<file path="src/rtl/spi_buffer_consts.vh">
// constants for the serial buffer status block
`ifndef SPI_BUFFER_CONSTS_VH
`define SPI_BUFFER_CONSTS_VH

// ----------------------------------------
// register offsets (byte addresses)
// ----------------------------------------
`define OFS_DATA_WINDOW   8'h00
`define OFS_BUF_STATUS    8'h04
`define OFS_BUF_CONTROL   8'h08

// ----------------------------------------
// status field positions
// ----------------------------------------
`define BIT_RX_FULL       0
`define BIT_TX_FULL       1
`define BIT_STAT_UNUSED   2
`define BIT_TX_EMPTY      3
`define BIT_RX_EMPTY      5

// ----------------------------------------
// control field positions
// ----------------------------------------
`define BIT_DEEP_FIFO     0

// ----------------------------------------
// reset values
// ----------------------------------------
`define RST_TX_EMPTY      1'h1
`define RST_TX_FULL       1'h0
`define RST_RX_FULL       1'h0
`define RST_DEEP_FIFO     1'h0

`endif

</file>
<file path="src/rtl/spi_buffer_status_flags.v">
// transmit and receive buffer status flags of the serial unit
//
// Design decisions made here: the register offsets and strobed register access.
`timescale 1ns/10ps
`default_nettype none
`include "spi_buffer_consts.vh"

module spi_buffer_status_flags #(
    parameter DATA_W = 32,
    parameter DEPTH  = 8,
    parameter PTR_W  = 3
) (
    input  wire              i_core_clk,  // core clock, 10 MHz
    input  wire              i_reset_n,   // async reset, active low
    input  wire [7:0]        i_addr,      // register byte address
    input  wire [31:0]       i_wr_data,   // register write data
    input  wire              i_wr_en,     // write strobe
    input  wire              i_rd_en,     // read strobe
    output reg  [31:0]       o_rd_data,   // read data, cycle after strobe
    output wire              o_tx_valid,  // word for shift register
    input  wire              i_tx_ready,  // shift register takes word
    output wire [DATA_W-1:0] o_tx_data,   // word to shift out
    input  wire              i_rx_valid,  // received word offered
    output wire              o_rx_ready,  // room for received word
    input  wire [DATA_W-1:0] i_rx_data    // received word
);

    // ----------------------------------------
    // declarations
    // ----------------------------------------
    reg  [DATA_W-1:0] tx_mem [0:DEPTH-1];
    reg  [DATA_W-1:0] rx_mem [0:DEPTH-1];

    reg               deep_fifo_select_reg;
    reg               tx_empty_std_reg;
    reg               tx_full_std_reg;
    reg               rx_full_std_reg;
    reg  [31:0]       rd_data_next;
    reg  [31:0]       status_word;

    // ----------------------------------------
    // pointer nets
    // ----------------------------------------
    wire [PTR_W-1:0]  core_write_pointer;
    wire [PTR_W-1:0]  core_write_pointer_inc;
    wire [PTR_W-1:0]  shifter_read_pointer;
    wire [PTR_W-1:0]  shifter_write_pointer;
    wire [PTR_W-1:0]  shifter_write_pointer_inc;
    wire [PTR_W-1:0]  core_read_pointer;

    // ----------------------------------------
    // decode nets
    // ----------------------------------------
    wire              hit_data;
    wire              hit_control;
    wire              data_write;
    wire              data_read;
    wire              control_write;
    wire              mode_change;

    // ----------------------------------------
    // flag nets
    // ----------------------------------------
    wire              tx_buffer_empty_flag;
    wire              tx_buffer_full_flag;
    wire              rx_buffer_full_flag;
    wire              rx_fifo_empty_flag;
    wire              tx_full_enh;
    wire              rx_full_enh;
    wire              tx_has_word;

    // ----------------------------------------
    // path nets
    // ----------------------------------------
    wire              tx_push;
    wire              tx_move;
    wire              tx_stage_ready;
    wire              rx_stage_valid;
    wire [DATA_W-1:0] rx_stage_data;
    wire              rx_move;
    wire              rx_pop;

    // ----------------------------------------
    // register decode
    // ----------------------------------------
    assign hit_data      = (i_addr == `OFS_DATA_WINDOW);
    assign hit_control   = (i_addr == `OFS_BUF_CONTROL);
    assign data_write    = i_wr_en & hit_data;
    assign data_read     = i_rd_en & hit_data;
    assign control_write = i_wr_en & hit_control;
    // switching modes mid-stream would leave pointers meaningless
    assign mode_change   = control_write & (i_wr_data[`BIT_DEEP_FIFO] != deep_fifo_select_reg);

    // ----------------------------------------
    // mode control
    // ----------------------------------------
    // a same-value write leaves pointers and flags alone
    always @(posedge i_core_clk or negedge i_reset_n) begin
        if (!i_reset_n) begin
            deep_fifo_select_reg <= `RST_DEEP_FIFO;
        end else if (control_write) begin
            deep_fifo_select_reg <= i_wr_data[`BIT_DEEP_FIFO];
        end
    end

    // ----------------------------------------
    // fifo pointers
    // ----------------------------------------
    ptr_wrap_counter #(
        .DEPTH (DEPTH),
        .PTR_W (PTR_W)
    ) u_core_wr_ptr (
        .i_core_clk (i_core_clk),
        .i_reset_n  (i_reset_n),
        .i_clear    (mode_change),
        .i_advance  (tx_push),
        .o_ptr      (core_write_pointer),
        .o_ptr_inc  (core_write_pointer_inc)
    );

    ptr_wrap_counter #(
        .DEPTH (DEPTH),
        .PTR_W (PTR_W)
    ) u_shifter_rd_ptr (
        .i_core_clk (i_core_clk),
        .i_reset_n  (i_reset_n),
        .i_clear    (mode_change),
        .i_advance  (tx_move),
        .o_ptr      (shifter_read_pointer),
        .o_ptr_inc  ()
    );

    ptr_wrap_counter #(
        .DEPTH (DEPTH),
        .PTR_W (PTR_W)
    ) u_shifter_wr_ptr (
        .i_core_clk (i_core_clk),
        .i_reset_n  (i_reset_n),
        .i_clear    (mode_change),
        .i_advance  (rx_move),
        .o_ptr      (shifter_write_pointer),
        .o_ptr_inc  (shifter_write_pointer_inc)
    );

    ptr_wrap_counter #(
        .DEPTH (DEPTH),
        .PTR_W (PTR_W)
    ) u_core_rd_ptr (
        .i_core_clk (i_core_clk),
        .i_reset_n  (i_reset_n),
        .i_clear    (mode_change),
        .i_advance  (rx_pop),
        .o_ptr      (core_read_pointer),
        .o_ptr_inc  ()
    );

    // ----------------------------------------
    // pointer comparisons, full flags for enhanced mode only
    // ----------------------------------------
    // tx full by pointers
    assign tx_full_enh = (core_write_pointer_inc == shifter_read_pointer);
    assign rx_full_enh = (shifter_write_pointer_inc == core_read_pointer);
    assign rx_fifo_empty_flag = (core_read_pointer == shifter_write_pointer);
    assign tx_has_word = (core_write_pointer != shifter_read_pointer);

    // ----------------------------------------
    // transmit path
    // ----------------------------------------
    // a write into a full buffer is dropped, the held word is kept
    assign tx_push = data_write & ~tx_buffer_full_flag & ~mode_change;
    assign tx_move = tx_has_word & tx_stage_ready & ~mode_change;

    // ----------------------------------------
    // transmit storage
    // ----------------------------------------
    always @(posedge i_core_clk) begin
        if (tx_push) begin
            tx_mem[core_write_pointer] <= i_wr_data[DATA_W-1:0];
        end
    end

    // ----------------------------------------
    // transmit staging
    // ----------------------------------------
    // two words wait here while the shifter stalls
    pair_buffer #(
        .DATA_W (DATA_W)
    ) u_tx_stage (
        .i_core_clk  (i_core_clk),
        .i_reset_n   (i_reset_n),
        .i_in_valid  (tx_move),
        .o_in_ready  (tx_stage_ready),
        .i_in_data   (tx_mem[shifter_read_pointer]),
        .o_out_valid (o_tx_valid),
        .i_out_ready (i_tx_ready),
        .o_out_data  (o_tx_data)
    );

    // ----------------------------------------
    // standard mode transmit flags
    // ----------------------------------------
    always @(posedge i_core_clk or negedge i_reset_n) begin
        if (!i_reset_n) begin
            tx_empty_std_reg <= `RST_TX_EMPTY;
            tx_full_std_reg  <= `RST_TX_FULL;
        end else if (mode_change) begin
            tx_empty_std_reg <= `RST_TX_EMPTY;
            tx_full_std_reg  <= `RST_TX_FULL;
        end else if (!deep_fifo_select_reg) begin
            if (tx_push) begin
                tx_empty_std_reg <= 1'b0;
                tx_full_std_reg  <= 1'b1;
            end else if (tx_move) begin
                tx_empty_std_reg <= 1'b1;
                tx_full_std_reg  <= 1'b0;
            end
        end
    end

    // ----------------------------------------
    // transmit flag selection
    // ----------------------------------------
    // empty in both modes
    assign tx_buffer_empty_flag = deep_fifo_select_reg ? ~tx_has_word : tx_empty_std_reg;
    assign tx_buffer_full_flag  = deep_fifo_select_reg ? tx_full_enh : tx_full_std_reg;

    // ----------------------------------------
    // receive path
    // ----------------------------------------
    // a full buffer stalls the shifter instead of losing a word
    pair_buffer #(
        .DATA_W (DATA_W)
    ) u_rx_stage (
        .i_core_clk  (i_core_clk),
        .i_reset_n   (i_reset_n),
        .i_in_valid  (i_rx_valid),
        .o_in_ready  (o_rx_ready),
        .i_in_data   (i_rx_data),
        .o_out_valid (rx_stage_valid),
        .i_out_ready (rx_move),
        .o_out_data  (rx_stage_data)
    );

    assign rx_move = rx_stage_valid & ~rx_buffer_full_flag & ~mode_change;
    assign rx_pop  = data_read & ~rx_fifo_empty_flag & ~mode_change;

    // ----------------------------------------
    // receive storage
    // ----------------------------------------
    always @(posedge i_core_clk) begin
        if (rx_move) begin
            rx_mem[shifter_write_pointer] <= rx_stage_data;
        end
    end

    // ----------------------------------------
    // standard mode receive flag
    // ----------------------------------------
    always @(posedge i_core_clk or negedge i_reset_n) begin
        if (!i_reset_n) begin
            rx_full_std_reg <= `RST_RX_FULL;
        end else if (mode_change) begin
            rx_full_std_reg <= `RST_RX_FULL;
        end else if (!deep_fifo_select_reg) begin
            if (rx_move) begin
                rx_full_std_reg <= 1'b1;
            end else if (rx_pop) begin
                rx_full_std_reg <= 1'b0;
            end
        end
    end

    // ----------------------------------------
    // receive flag selection
    // ----------------------------------------
    // enhanced flags need no register, the pointers are the state
    assign rx_buffer_full_flag = deep_fifo_select_reg ? rx_full_enh : rx_full_std_reg;

    // ----------------------------------------
    // status word
    // ----------------------------------------
    always @* begin
        status_word                   = 32'h00000000;
        status_word[`BIT_RX_FULL]     = rx_buffer_full_flag;
        status_word[`BIT_TX_FULL]     = tx_buffer_full_flag;
        status_word[`BIT_STAT_UNUSED] = 1'b0;
        status_word[`BIT_TX_EMPTY]    = tx_buffer_empty_flag;
        status_word[`BIT_RX_EMPTY]    = rx_fifo_empty_flag;
    end

    // ----------------------------------------
    // read data
    // ----------------------------------------
    always @* begin
        rd_data_next = 32'h00000000;
        if (i_rd_en) begin
            case (i_addr)
                `OFS_DATA_WINDOW: begin
                    rd_data_next = {{(32-DATA_W){1'b0}}, rx_mem[core_read_pointer]};
                end
                `OFS_BUF_STATUS: begin
                    rd_data_next = status_word;
                end
                `OFS_BUF_CONTROL: begin
                    rd_data_next = {31'h00000000, deep_fifo_select_reg};
                end
                default: begin
                    rd_data_next = 32'h00000000;
                end
            endcase
        end
    end

    // ----------------------------------------
    // read data register
    // ----------------------------------------
    // read data stands one cycle only
    always @(posedge i_core_clk or negedge i_reset_n) begin
        if (!i_reset_n) begin
            o_rd_data <= 32'h00000000;
        end else begin
            o_rd_data <= rd_data_next;
        end
    end

endmodule // spi_buffer_status_flags

`default_nettype wire

</file>
<file path="src/rtl/ptr_wrap_counter.v">
// fifo pointer that wraps modulo the fifo depth
`timescale 1ns/10ps
`default_nettype none

module ptr_wrap_counter #(
    parameter DEPTH = 8,
    parameter PTR_W = 3
) (
    input  wire             i_core_clk,  // core clock
    input  wire             i_reset_n,   // async reset, active low
    input  wire             i_clear,     // return pointer to zero
    input  wire             i_advance,   // step pointer by one
    output wire [PTR_W-1:0] o_ptr,       // current pointer
    output wire [PTR_W-1:0] o_ptr_inc    // pointer plus one, wrapped
);

    localparam integer     LAST_INT = DEPTH - 1;
    localparam [PTR_W-1:0] LAST     = LAST_INT[PTR_W-1:0];

    reg  [PTR_W-1:0] ptr_reg;

    // ----------------------------------------
    // pointer register
    // ----------------------------------------
    // wrap at depth
    assign o_ptr_inc = (ptr_reg == LAST) ? {PTR_W{1'b0}} : ptr_reg + {{(PTR_W-1){1'b0}}, 1'b1};
    assign o_ptr     = ptr_reg;

    always @(posedge i_core_clk or negedge i_reset_n) begin
        if (!i_reset_n) begin
            ptr_reg <= {PTR_W{1'b0}};
        end else if (i_clear) begin
            ptr_reg <= {PTR_W{1'b0}};
        end else if (i_advance) begin
            ptr_reg <= o_ptr_inc;
        end
    end

endmodule // ptr_wrap_counter

`default_nettype wire

</file>
<file path="src/rtl/pair_buffer.v">
// two-entry buffer with valid and ready on both sides
`timescale 1ns/10ps
`default_nettype none

module pair_buffer #(
    parameter DATA_W = 32
) (
    input  wire              i_core_clk,  // core clock
    input  wire              i_reset_n,   // async reset, active low
    input  wire              i_in_valid,  // word offered
    output wire              o_in_ready,  // room for a word
    input  wire [DATA_W-1:0] i_in_data,   // offered word
    output wire              o_out_valid, // word available
    input  wire              i_out_ready, // drain takes word
    output wire [DATA_W-1:0] o_out_data   // head word, registered
);

    reg  [DATA_W-1:0] head_reg;
    reg  [DATA_W-1:0] tail_reg;
    reg  [1:0]        count_reg;
    wire              push;
    wire              pop;

    assign o_in_ready  = (count_reg != 2'h2);
    assign o_out_valid = (count_reg != 2'h0);
    assign o_out_data  = head_reg;
    assign push        = i_in_valid & o_in_ready;
    assign pop         = o_out_valid & i_out_ready;

    // ----------------------------------------
    // storage
    // ----------------------------------------
    always @(posedge i_core_clk or negedge i_reset_n) begin
        if (!i_reset_n) begin
            head_reg  <= {DATA_W{1'b0}};
            tail_reg  <= {DATA_W{1'b0}};
            count_reg <= 2'h0;
        end else begin
            case ({push, pop})
                2'b10: begin
                    if (count_reg == 2'h0) begin
                        head_reg <= i_in_data;
                    end else begin
                        tail_reg <= i_in_data;
                    end
                    count_reg <= count_reg + 2'h1;
                end
                2'b01: begin
                    head_reg  <= tail_reg;
                    count_reg <= count_reg - 2'h1;
                end
                2'b11: begin
                    // count unchanged; one in, one out
                    if (count_reg == 2'h1) begin
                        head_reg <= i_in_data;
                    end else begin
                        head_reg <= tail_reg;
                        tail_reg <= i_in_data;
                    end
                end
                default: begin
                    count_reg <= count_reg;
                end
            endcase
        end
    end

endmodule // pair_buffer

`default_nettype wire

</file>
<file path="config.mk">
export PLATFORM = sky130hd
export DESIGN_NAME = spi_buffer_status_flags
export DESIGN_NICKNAME = d
export VERILOG_FILES = /design/src/rtl/spi_buffer_status_flags.v /design/src/rtl/ptr_wrap_counter.v /design/src/rtl/pair_buffer.v
export VERILOG_INCLUDE_DIRS = /design/src /design/src/rtl
export SDC_FILE = /design/constraint.sdc
export NUM_CORES = 1
export LEC_CHECK = 0
export ABC_AREA = 1
export BUFFER_PORTS_ARGS = -buffer_cell sky130_fd_sc_hd__buf_2
export CAP_MARGIN = 20
export CORE_MARGIN = 8
export CORE_UTILIZATION = 57
export CTS_BUF_LIST = sky130_fd_sc_hd__clkbuf_8
export CTS_CLUSTER_DIAMETER = 60
export CTS_CLUSTER_SIZE = 14
export DETAILED_ROUTE_END_ITERATION = 6
export PLACE_DENSITY = 0.75
export SLEW_MARGIN = 15
export SYNTH_ARGS = -nofsm -noshare
export SYNTH_HDL_FRONTEND = slang
export SYNTH_SLANG_ARGS = --single-unit
</file>
<file path="constraint.sdc">
create_clock -name i_core_clk -period 3.2 [get_ports i_core_clk]
set_input_delay 0.64 -clock i_core_clk [delete_from_list [all_inputs] [get_ports i_core_clk]]
set_output_delay 0.64 -clock i_core_clk [all_outputs]
set_load 0.01 [all_outputs]
</file>
==> impl_metrics.ini, run 1 <==
[outcome]
outcome = finished clean

[clocking]
cts_root_buf = clkbuf_8
cts_sinks = 692
clock_latency_ns = 0.70
cts_tree = done
cts.clk_slew.worst_paths_ns = 0.09
clock_path_buffers = 3
post_cts_resize_count = 0
cts_max_level = 2
numCtsBuffers = 56

[timing]
finClkSkew_ns = 0.0580
finalCriticalPeriod_ns = 2.78
relSlewSlack_pct = 33.4
finalCritPeriodShare_pct = 86.9
worst_pin_slew_ns = 1.00
fmax_mhz = 360
rsz0062_at_grt = false
setup_tns_ns = 0
setup_viol = 0
hold_viol_final = 0
slew_viol_final = 0

[synthesis]
synth-main-ff-cell = edfxtp_1
synth_simple_gate_area_share_pct = 13.6
syn-cell-area_mm2 = 0.0283
seq_area_frac_synth_pct = 70.2
synth_fa_ha_area_share_pct = 0.884
syn_avg_cell_area_um2 = 11.4
ys_async_sr_fraction_pct = 26.0
synthCells = 2481
synth_compound_area_share_pct = 10.2
synth_cell_types = 42
ys_ff_latch = 692
synth_xor_area_share_pct = 0.340
synth_top_family_by_area = simple AND/OR/NAND/NOR gates
yosysWarnings = 0
synth_edf_count = 512
synthMuxAreaShare_pct = 1.27
synthesis.nets = 2579

[place]
dp_cells = 3201
io_buffers = 143
hpwl_mm = 38.5
place_congestion = 0.820

[route]
finalWirelength_mm = 65.1
route.detailed.drc = 0
first_iter_violations = 2007
wl_per_cell_um = 19.7
antenna_left = 0
vias_per_cell = 5.71
dr_total_vias = 18900
first_pass_iters = 6

[grt]
grt_max_degree = 130
grt-ovfl-total = 0
antenna_found_initial = 6
grt_pass1_wl_mm = 100
grt_pass1_vias = 18100
grt.total_usage_pct = 22.4

[finish]
layout-drive-gt1-share_pct = 13.7
nets = 2694
instances_no_fill = 3307
area_growth_pct = 9.37
top_regs = rx_mem (256), tx_mem (256)

[power]
p_leak_nw = 12.2
power.density_mw_per_mm2 = 870
max-vdd-ir-drop_mv = 0.558

[worst_setup_path]
required_ns = 3.81
crit_arrival_ns = 3.39
endpoint_kind = flip-flop
critPathLaunchType = flip-flop
critical_path_class = flip-flop to flip-flop
cp_max_fo = 32

[floorplan]
coreArea_mm2 = 0.0490
rows = 81
die_x_um = 239
io-pin-count = 144
initial_utilization_pct = 57.8
dieArea_mm2 = 0.0571
dieHeight_um = 239

[job]
cap_violations = 0

[min_path]
worstHoldPathType = input port to flip-flop
## placed cells by master, fill, tap and decap left out, drive strengths merged
cell and instances:
nand2 406, mux2 32, dfstp 1, dlygate4sd3 1, nor2 508, dfrtp 179
clkinv 4, clkinvlp 1, edfxtp 512, o31ai 1, o21ai 437, a21oi 23
diode 2, o211ai 10, ha 20, inv 112, nand3 53, nor3 2
buf 199, a31oi 28, clkbuf 60, o22ai 4, xor2 1, xnor2 10
a22oi 32, nand4 2, bufinv 1, nor4 1, o21bai 1
## critical path, cell delays in order, from the launching register on
cell and delay (ns):
dfrtp_1 0.45, ha_1 0.23, ha_1 0.30, nand2_1 0.06, nand2_1 0.06, inv_1 0.04, nand3_2 0.11, nand3_4 0.11
nor2_8 0.19, ha_1 0.23, nand2_1 0.09, inv_1 0.06, buf_4 0.35, a22oi_1 0.15, nor2_1 0.13, nor2_1 0.06
nand2_1 0.07
## per-stage QoR
| step | utilization (%) | area (µm²) | setup slack, ns | total power, mW | hold slack (ns) |
|---|---|---|---|---|---|
| after floorplan | - | 28300 | -0.128 | 19.5 | 0.344 |
| after global placement | 61.1 | 29900 | 0.444 | 22.0 | 0.452 |
| after detailed placement | 61.1 | 29900 | 0.358 | 22.5 | 0.461 |
| after CTS | 63.3 | 31000 | 0.437 | 27.0 | 0.133 |
| after global routing | 63.3 | 31000 | 0.185 | 28.6 | 0.160 |
| final | 63.3 | 31000 | 0.419 | 26.9 | 0.188 |
## final cells by class
type	instances	area (µm²)
timing repair buffer	201	1340
inverter	74	285
clock inverter	44	228
fill	3687	18000
antenna	2	5.00
sequential	692	19900
clock buffer	59	812
multi-input combinational	1571	7580
tap	664	831
## cells by family after synthesis
| kind of cell | after synthesis |
|---|---|
| adders and majority gates | 20 |
| buffers and inverters | 218 |
| muxes | 32 |
| and+or+nand+nor | 972 |
| xor gates and xnor gates | 11 |
| DFF | 692 |
| AOI/OAI and AO/OA | 536 |
## final timing paths
kind | depth (start not counted) | startpoint | slack [ns] | end
max in group asynchronous | 3 | i_reset_n | 1.71 | u_rx_stage.tail_reg[1]$_DFFE_PN0P_
min reg2reg | 2 | tx_empty_std_reg$_DFFE_PN1P_ | 0.48 | tx_empty_std_reg$_DFFE_PN1P_
max | 16 | u_shifter_wr_ptr.o_ptr[0]$_DFFE_PN0N_ | 0.42 | u_rx_stage.o_out_data[30]$_DFFE_PN0P_
min in group asynchronous | 2 | i_reset_n | 0.57 | u_shifter_rd_ptr.o_ptr[1]$_DFFE_PN0P_
max reg2reg | 16 | u_shifter_wr_ptr.o_ptr[0]$_DFFE_PN0N_ | 0.42 | u_rx_stage.o_out_data[30]$_DFFE_PN0P_
min | 1 | i_wr_data[21] | 0.19 | tx_mem[0][21]$_DFFE_PP_
## routing by layer
metal / part of all wire [%] / GRT usage (%) / vias up
met5: 0.055 / 0 / -
met4: 1.8 / 6.18 / 6
met2: 46 / 35.3 / 790
li1: - / - / 8767
met3: 9.3 / 4.96 / 87
met1: 42 / 31.3 / 9232
## cell usage after synthesis, types with 2 or more instances
master / count / share of area [%]
o21ai_0: 393 / 6.9
mux2_2: 32 / 1.3
nand2_2: 3 / 0.066
buf_6: 10 / 0.40
nand2_4: 2 / 0.080
inv_2: 3 / 0.040
xnor2_1: 10 / 0.31
clkbuf_1: 76 / 1.0
a21oi_2: 18 / 0.56
a22oi_1: 32 / 0.85
nand3_1: 49 / 0.87
nor2_2: 3 / 0.066
nor2_1: 501 / 6.6
dfrtp_1: 179 / 16
a21oi_1: 5 / 0.088
edfxtp_1: 512 / 54
a31oi_1: 28 / 0.62
buf_1: 10 / 0.13
buf_4: 9 / 0.24
nand3_4: 2 / 0.12
nor2_4: 2 / 0.080
nor3_1: 2 / 0.035
nand2_1: 401 / 5.3
inv_1: 68 / 0.90
o21ai_1: 44 / 0.78
nor2_8: 2 / 0.14
ha_1: 20 / 0.88
nand3_2: 2 / 0.071
o211ai_1: 10 / 0.27
o22ai_1: 4 / 0.088
buf_2: 38 / 0.67
## report_power, final
group	internal, mW	total [mW]	leakage [nW]	switching, mW
clock network	1.82	4.63	0.663	2.81
logic	3.04	9.05	4.61	6.01
registers	12.0	13.3	6.92	1.27
## timing repair
action,4_1_cts,5_1_grt
hold buffers,1,0
endpoints found under the hold margin,20,0
endpoints found under the setup margin,0,0
setup buffers,0,0
Power figures use the tool's default switching activity.
==> run 2, diff against run 1 <==
--- a/config.mk
+++ b/config.mk
@@ -6,7 +6,6 @@
 export SDC_FILE = /design/constraint.sdc
 export NUM_CORES = 1
 export LEC_CHECK = 0
-export ABC_AREA = 1
 export BUFFER_PORTS_ARGS = -buffer_cell sky130_fd_sc_hd__buf_2
 export CAP_MARGIN = 20
 export CORE_MARGIN = 8
@@ -15,6 +14,7 @@
 export CTS_CLUSTER_DIAMETER = 60
 export CTS_CLUSTER_SIZE = 14
 export DETAILED_ROUTE_END_ITERATION = 6
+export GPL_TIMING_DRIVEN = 0
 export PLACE_DENSITY = 0.75
 export SLEW_MARGIN = 15
 export SYNTH_ARGS = -nofsm -noshare
==> run 2 against run 1 <==
Against the previous run: first-iteration DRC count is 27% lower; synthesized area is 4.0% lower; sequential share of layout area is 0.077 points lower; sequential cell count stayed put; power is 15% lower; register-to-register slack worse by 0.31 ns; clock-buffer cell count is 2 lower; maximum frequency is 10% lower; critical path depth is 7 lower; via count is 21% lower; final cell count is 24% lower; setup slack worse by 0.31 ns; critical path type unchanged.
==> impl_metrics.ini, run 2 <==
[outcome]
outcome = finished clean

[worst_setup_path]
crit_arrival_ns = 3.49
cp_max_fo = 13
endpoint_kind = flip-flop
path_cells = clkbuf_1 -> nor2_1 -> xnor2_1 -> a31oi_1 -> nand4_1 -> buf_4 -> nor3b_4 -> buf_6 -> buf_8
critical_path_class = flip-flop to flip-flop
crit_buf_inv = 4
max_stage_delay_ns = 0.58
crit_path_top_delay_cell = clkbuf_1
cp_top_family = buffers and inverters
required_ns = 3.60
critPathLaunchType = flip-flop

[floorplan]
dieArea_mm2 = 0.0549
rows = 80
initial_utilization_pct = 57.3
coreArea_mm2 = 0.0474
dieHeight_um = 234
die_x_um = 234
io-pin-count = 144

[finish]
seq_area_mm2 = 0.0199
top_regs = rx_mem (256), tx_mem (256)
multiInputGateArea_mm2 = 0.00691
nets = 1935
fillers = 3257
layout_commonest_cell = edfxtp_1
fin_util_pct = 65.3
final_cell_mix = 512 x edfxtp_1, 177 x dfrtp_1, 152 x buf_2
area_growth_pct = 14.0
layout-drive-gt1-share_pct = 30.9

[timing]
fin_hold_ws_ns = 0.203
relSlewSlack_pct = 28.0
slew_viol_final = 0
worst_pin_slew_ns = 1.08
setup_viol = 0
rsz0062_at_grt = false
finalCritPeriodShare_pct = 96.6
finalCriticalPeriod_ns = 3.09
fmax_mhz = 324
hold_viol_final = 0
finClkSkew_ns = 0.0376

[synthesis]
ys_ff_latch = 692
ys_top_cells_by_area = edfxtp_1 57%, dfrtp_1 16%, mux4_2 8.0%
yosys-top-cells-count = 512 x edfxtp_1, 179 x dfrtp_1, 129 x mux2_2, 111 x nor2_1, 96 x mux4_2
yosysWarnings = 0
ys_async_sr_fraction_pct = 26.0
synth_edf_count = 512
syn-cell-area_mm2 = 0.0272
synth-main-ff-cell = edfxtp_1
synth_cell_types = 49
synthesis.nets = 1663
synthCells = 1565
yosysMostFrequentCell = edfxtp_1
seq_area_frac_synth_pct = 73.1
synth_area_leader_cell = edfxtp_1
yosysTopAreaCellShare_pct = 56.6
syn_avg_cell_area_um2 = 17.4

[clocking]
cts_root_buf = clkbuf_8
cts_max_level = 2
clock_latency_ns = 0.70
numCtsBuffers = 57
cts_sinks = 692
cts.clk_slew.worst_paths_ns = 0.09
cts_tree = done
clock_path_buffers = 3

[route]
first_pass_iters = 6
wl_per_cell_um = 24.3
vias_per_cell = 5.99
antenna_left = 0
finalWirelength_mm = 60.8
route.detailed.drc = 0
dr_total_vias = 15000
first_iter_violations = 1468

[place]
place_congestion = 0.836
hpwl_mm = 40.1
io_buffers = 142

[job]
cap_violations = 0

[power]
max-vdd-ir-drop_mv = 0.486
p_leak_nw = 11.4
power.density_mw_per_mm2 = 742

[grt]
grt-ovfl-total = 0
grt_max_degree = 92
grt_pass1_vias = 15500
grt_pass1_wl_mm = 92.1
antenna_found_initial = 3
grt.total_usage_pct = 22.4

[min_path]
worstHoldPathType = input port to flip-flop
-- run 2: cell types whose count changed in the layout (fill, tap and decap cells not counted), sizes merged, moves of 33 or more --
cell    before  now
nor2       508  111
o21ai      437   41
nand2      406   54
mux2        32  129
mux4         0   96
clkbuf      60  114
buf        199  241
mux2i        0   35
o221ai       0   33
-- run 2: cell families (layout without fill, tap and decap cells) --
kind of cell	after synthesis	count (layout)	share of synthesized area, %
adder cells (fa/ha/maj)	20	20	0.921
buffers and inverters	168	487	2.47
other	0	5	0
flip-flops	692	692	73.1
AND/OR/NAND/NOR	243	243	3.94
XOR/XNOR	17	17	0.548
multiplexers	260	260	14.6
AO/OA/AOI/OAI	165	165	4.39
-- run 2: repair_timing --
action                                 in CTS  in global routing
gates cloned                                0                  0
endpoints found under the hold margin      86                  0
resized for setup                          21                 15
pin swaps                                  13                  4
setup endpoints to repair                 586                253
hold buffers                                1                  0
buffers inserted                           25                  6
-- run 2: area by class of cell --
type	count	share of cell area, %
sequential	692	64.1
multi-input combinational	705	22.3
timing repair buffer	215	5.22
clock buffer	57	2.53
tap	615	2.48
buffer	84	1.39
inverter	82	0.993
clock inverter	49	0.900
antenna	5	0.0404
-- run 2: per-layer routing --
layer / global-route usage [%] / share of wire [%]
met1: 30.1 / 40
met2: 36.5 / 49
met3: 3.98 / 7.3
met4: 8.76 / 3.4
met5: 1.01 / 0
-- run 2: path summary, 6_finish.rpt --
path | slack (ns) | cells after the start | endpoint | startpoint
max | 0.11 | 9 | tx_mem[6][16]$_DFFE_PP_ | u_core_wr_ptr.o_ptr[0]$_DFFE_PN0P_
min | 0.20 | 1 | tx_mem[7][30]$_DFFE_PP_ | i_wr_data[30]
max reg2reg | 0.11 | 9 | tx_mem[6][16]$_DFFE_PP_ | u_core_wr_ptr.o_ptr[0]$_DFFE_PN0P_
min reg2reg | 0.49 | 2 | u_rx_stage.tail_reg[4]$_DFFE_PN0P_ | u_rx_stage.tail_reg[4]$_DFFE_PN0P_
max in group asynchronous | 1.65 | 3 | o_rd_data[27]$_DFF_PN0_ | i_reset_n
min in group asynchronous | 0.56 | 2 | u_tx_stage.tail_reg[17]$_DFFE_PN0P_ | i_reset_n
-- run 2: power by group --
group	internal, mW	switching (mW)
registers	11.0	0.816
logic	3.01	3.43
clock network	1.86	2.86
total	15.9	7.11
-- run 2: per-stage QoR --
| step | area [µm²] | worst slack (ns) | setup TNS [ns] | instances | power, mW |
|---|---|---|---|---|---|
| final | 31000 | 0.110 | 0 | 2504 | 23.0 |
| after global routing | 31000 | 0.0173 | 0 | 2502 | 24.1 |
| after CTS | 30900 | 0.00843 | 0 | 2495 | 23.1 |
| after detailed placement | 29500 | -1.25 | -247.25 | 2363 | 18.4 |
| after global placement | 28900 | -2.14 | -1076.14 | 2322 | 18.1 |
| after floorplan | 27400 | -0.527 | -64.50 | 1565 | 16.4 |
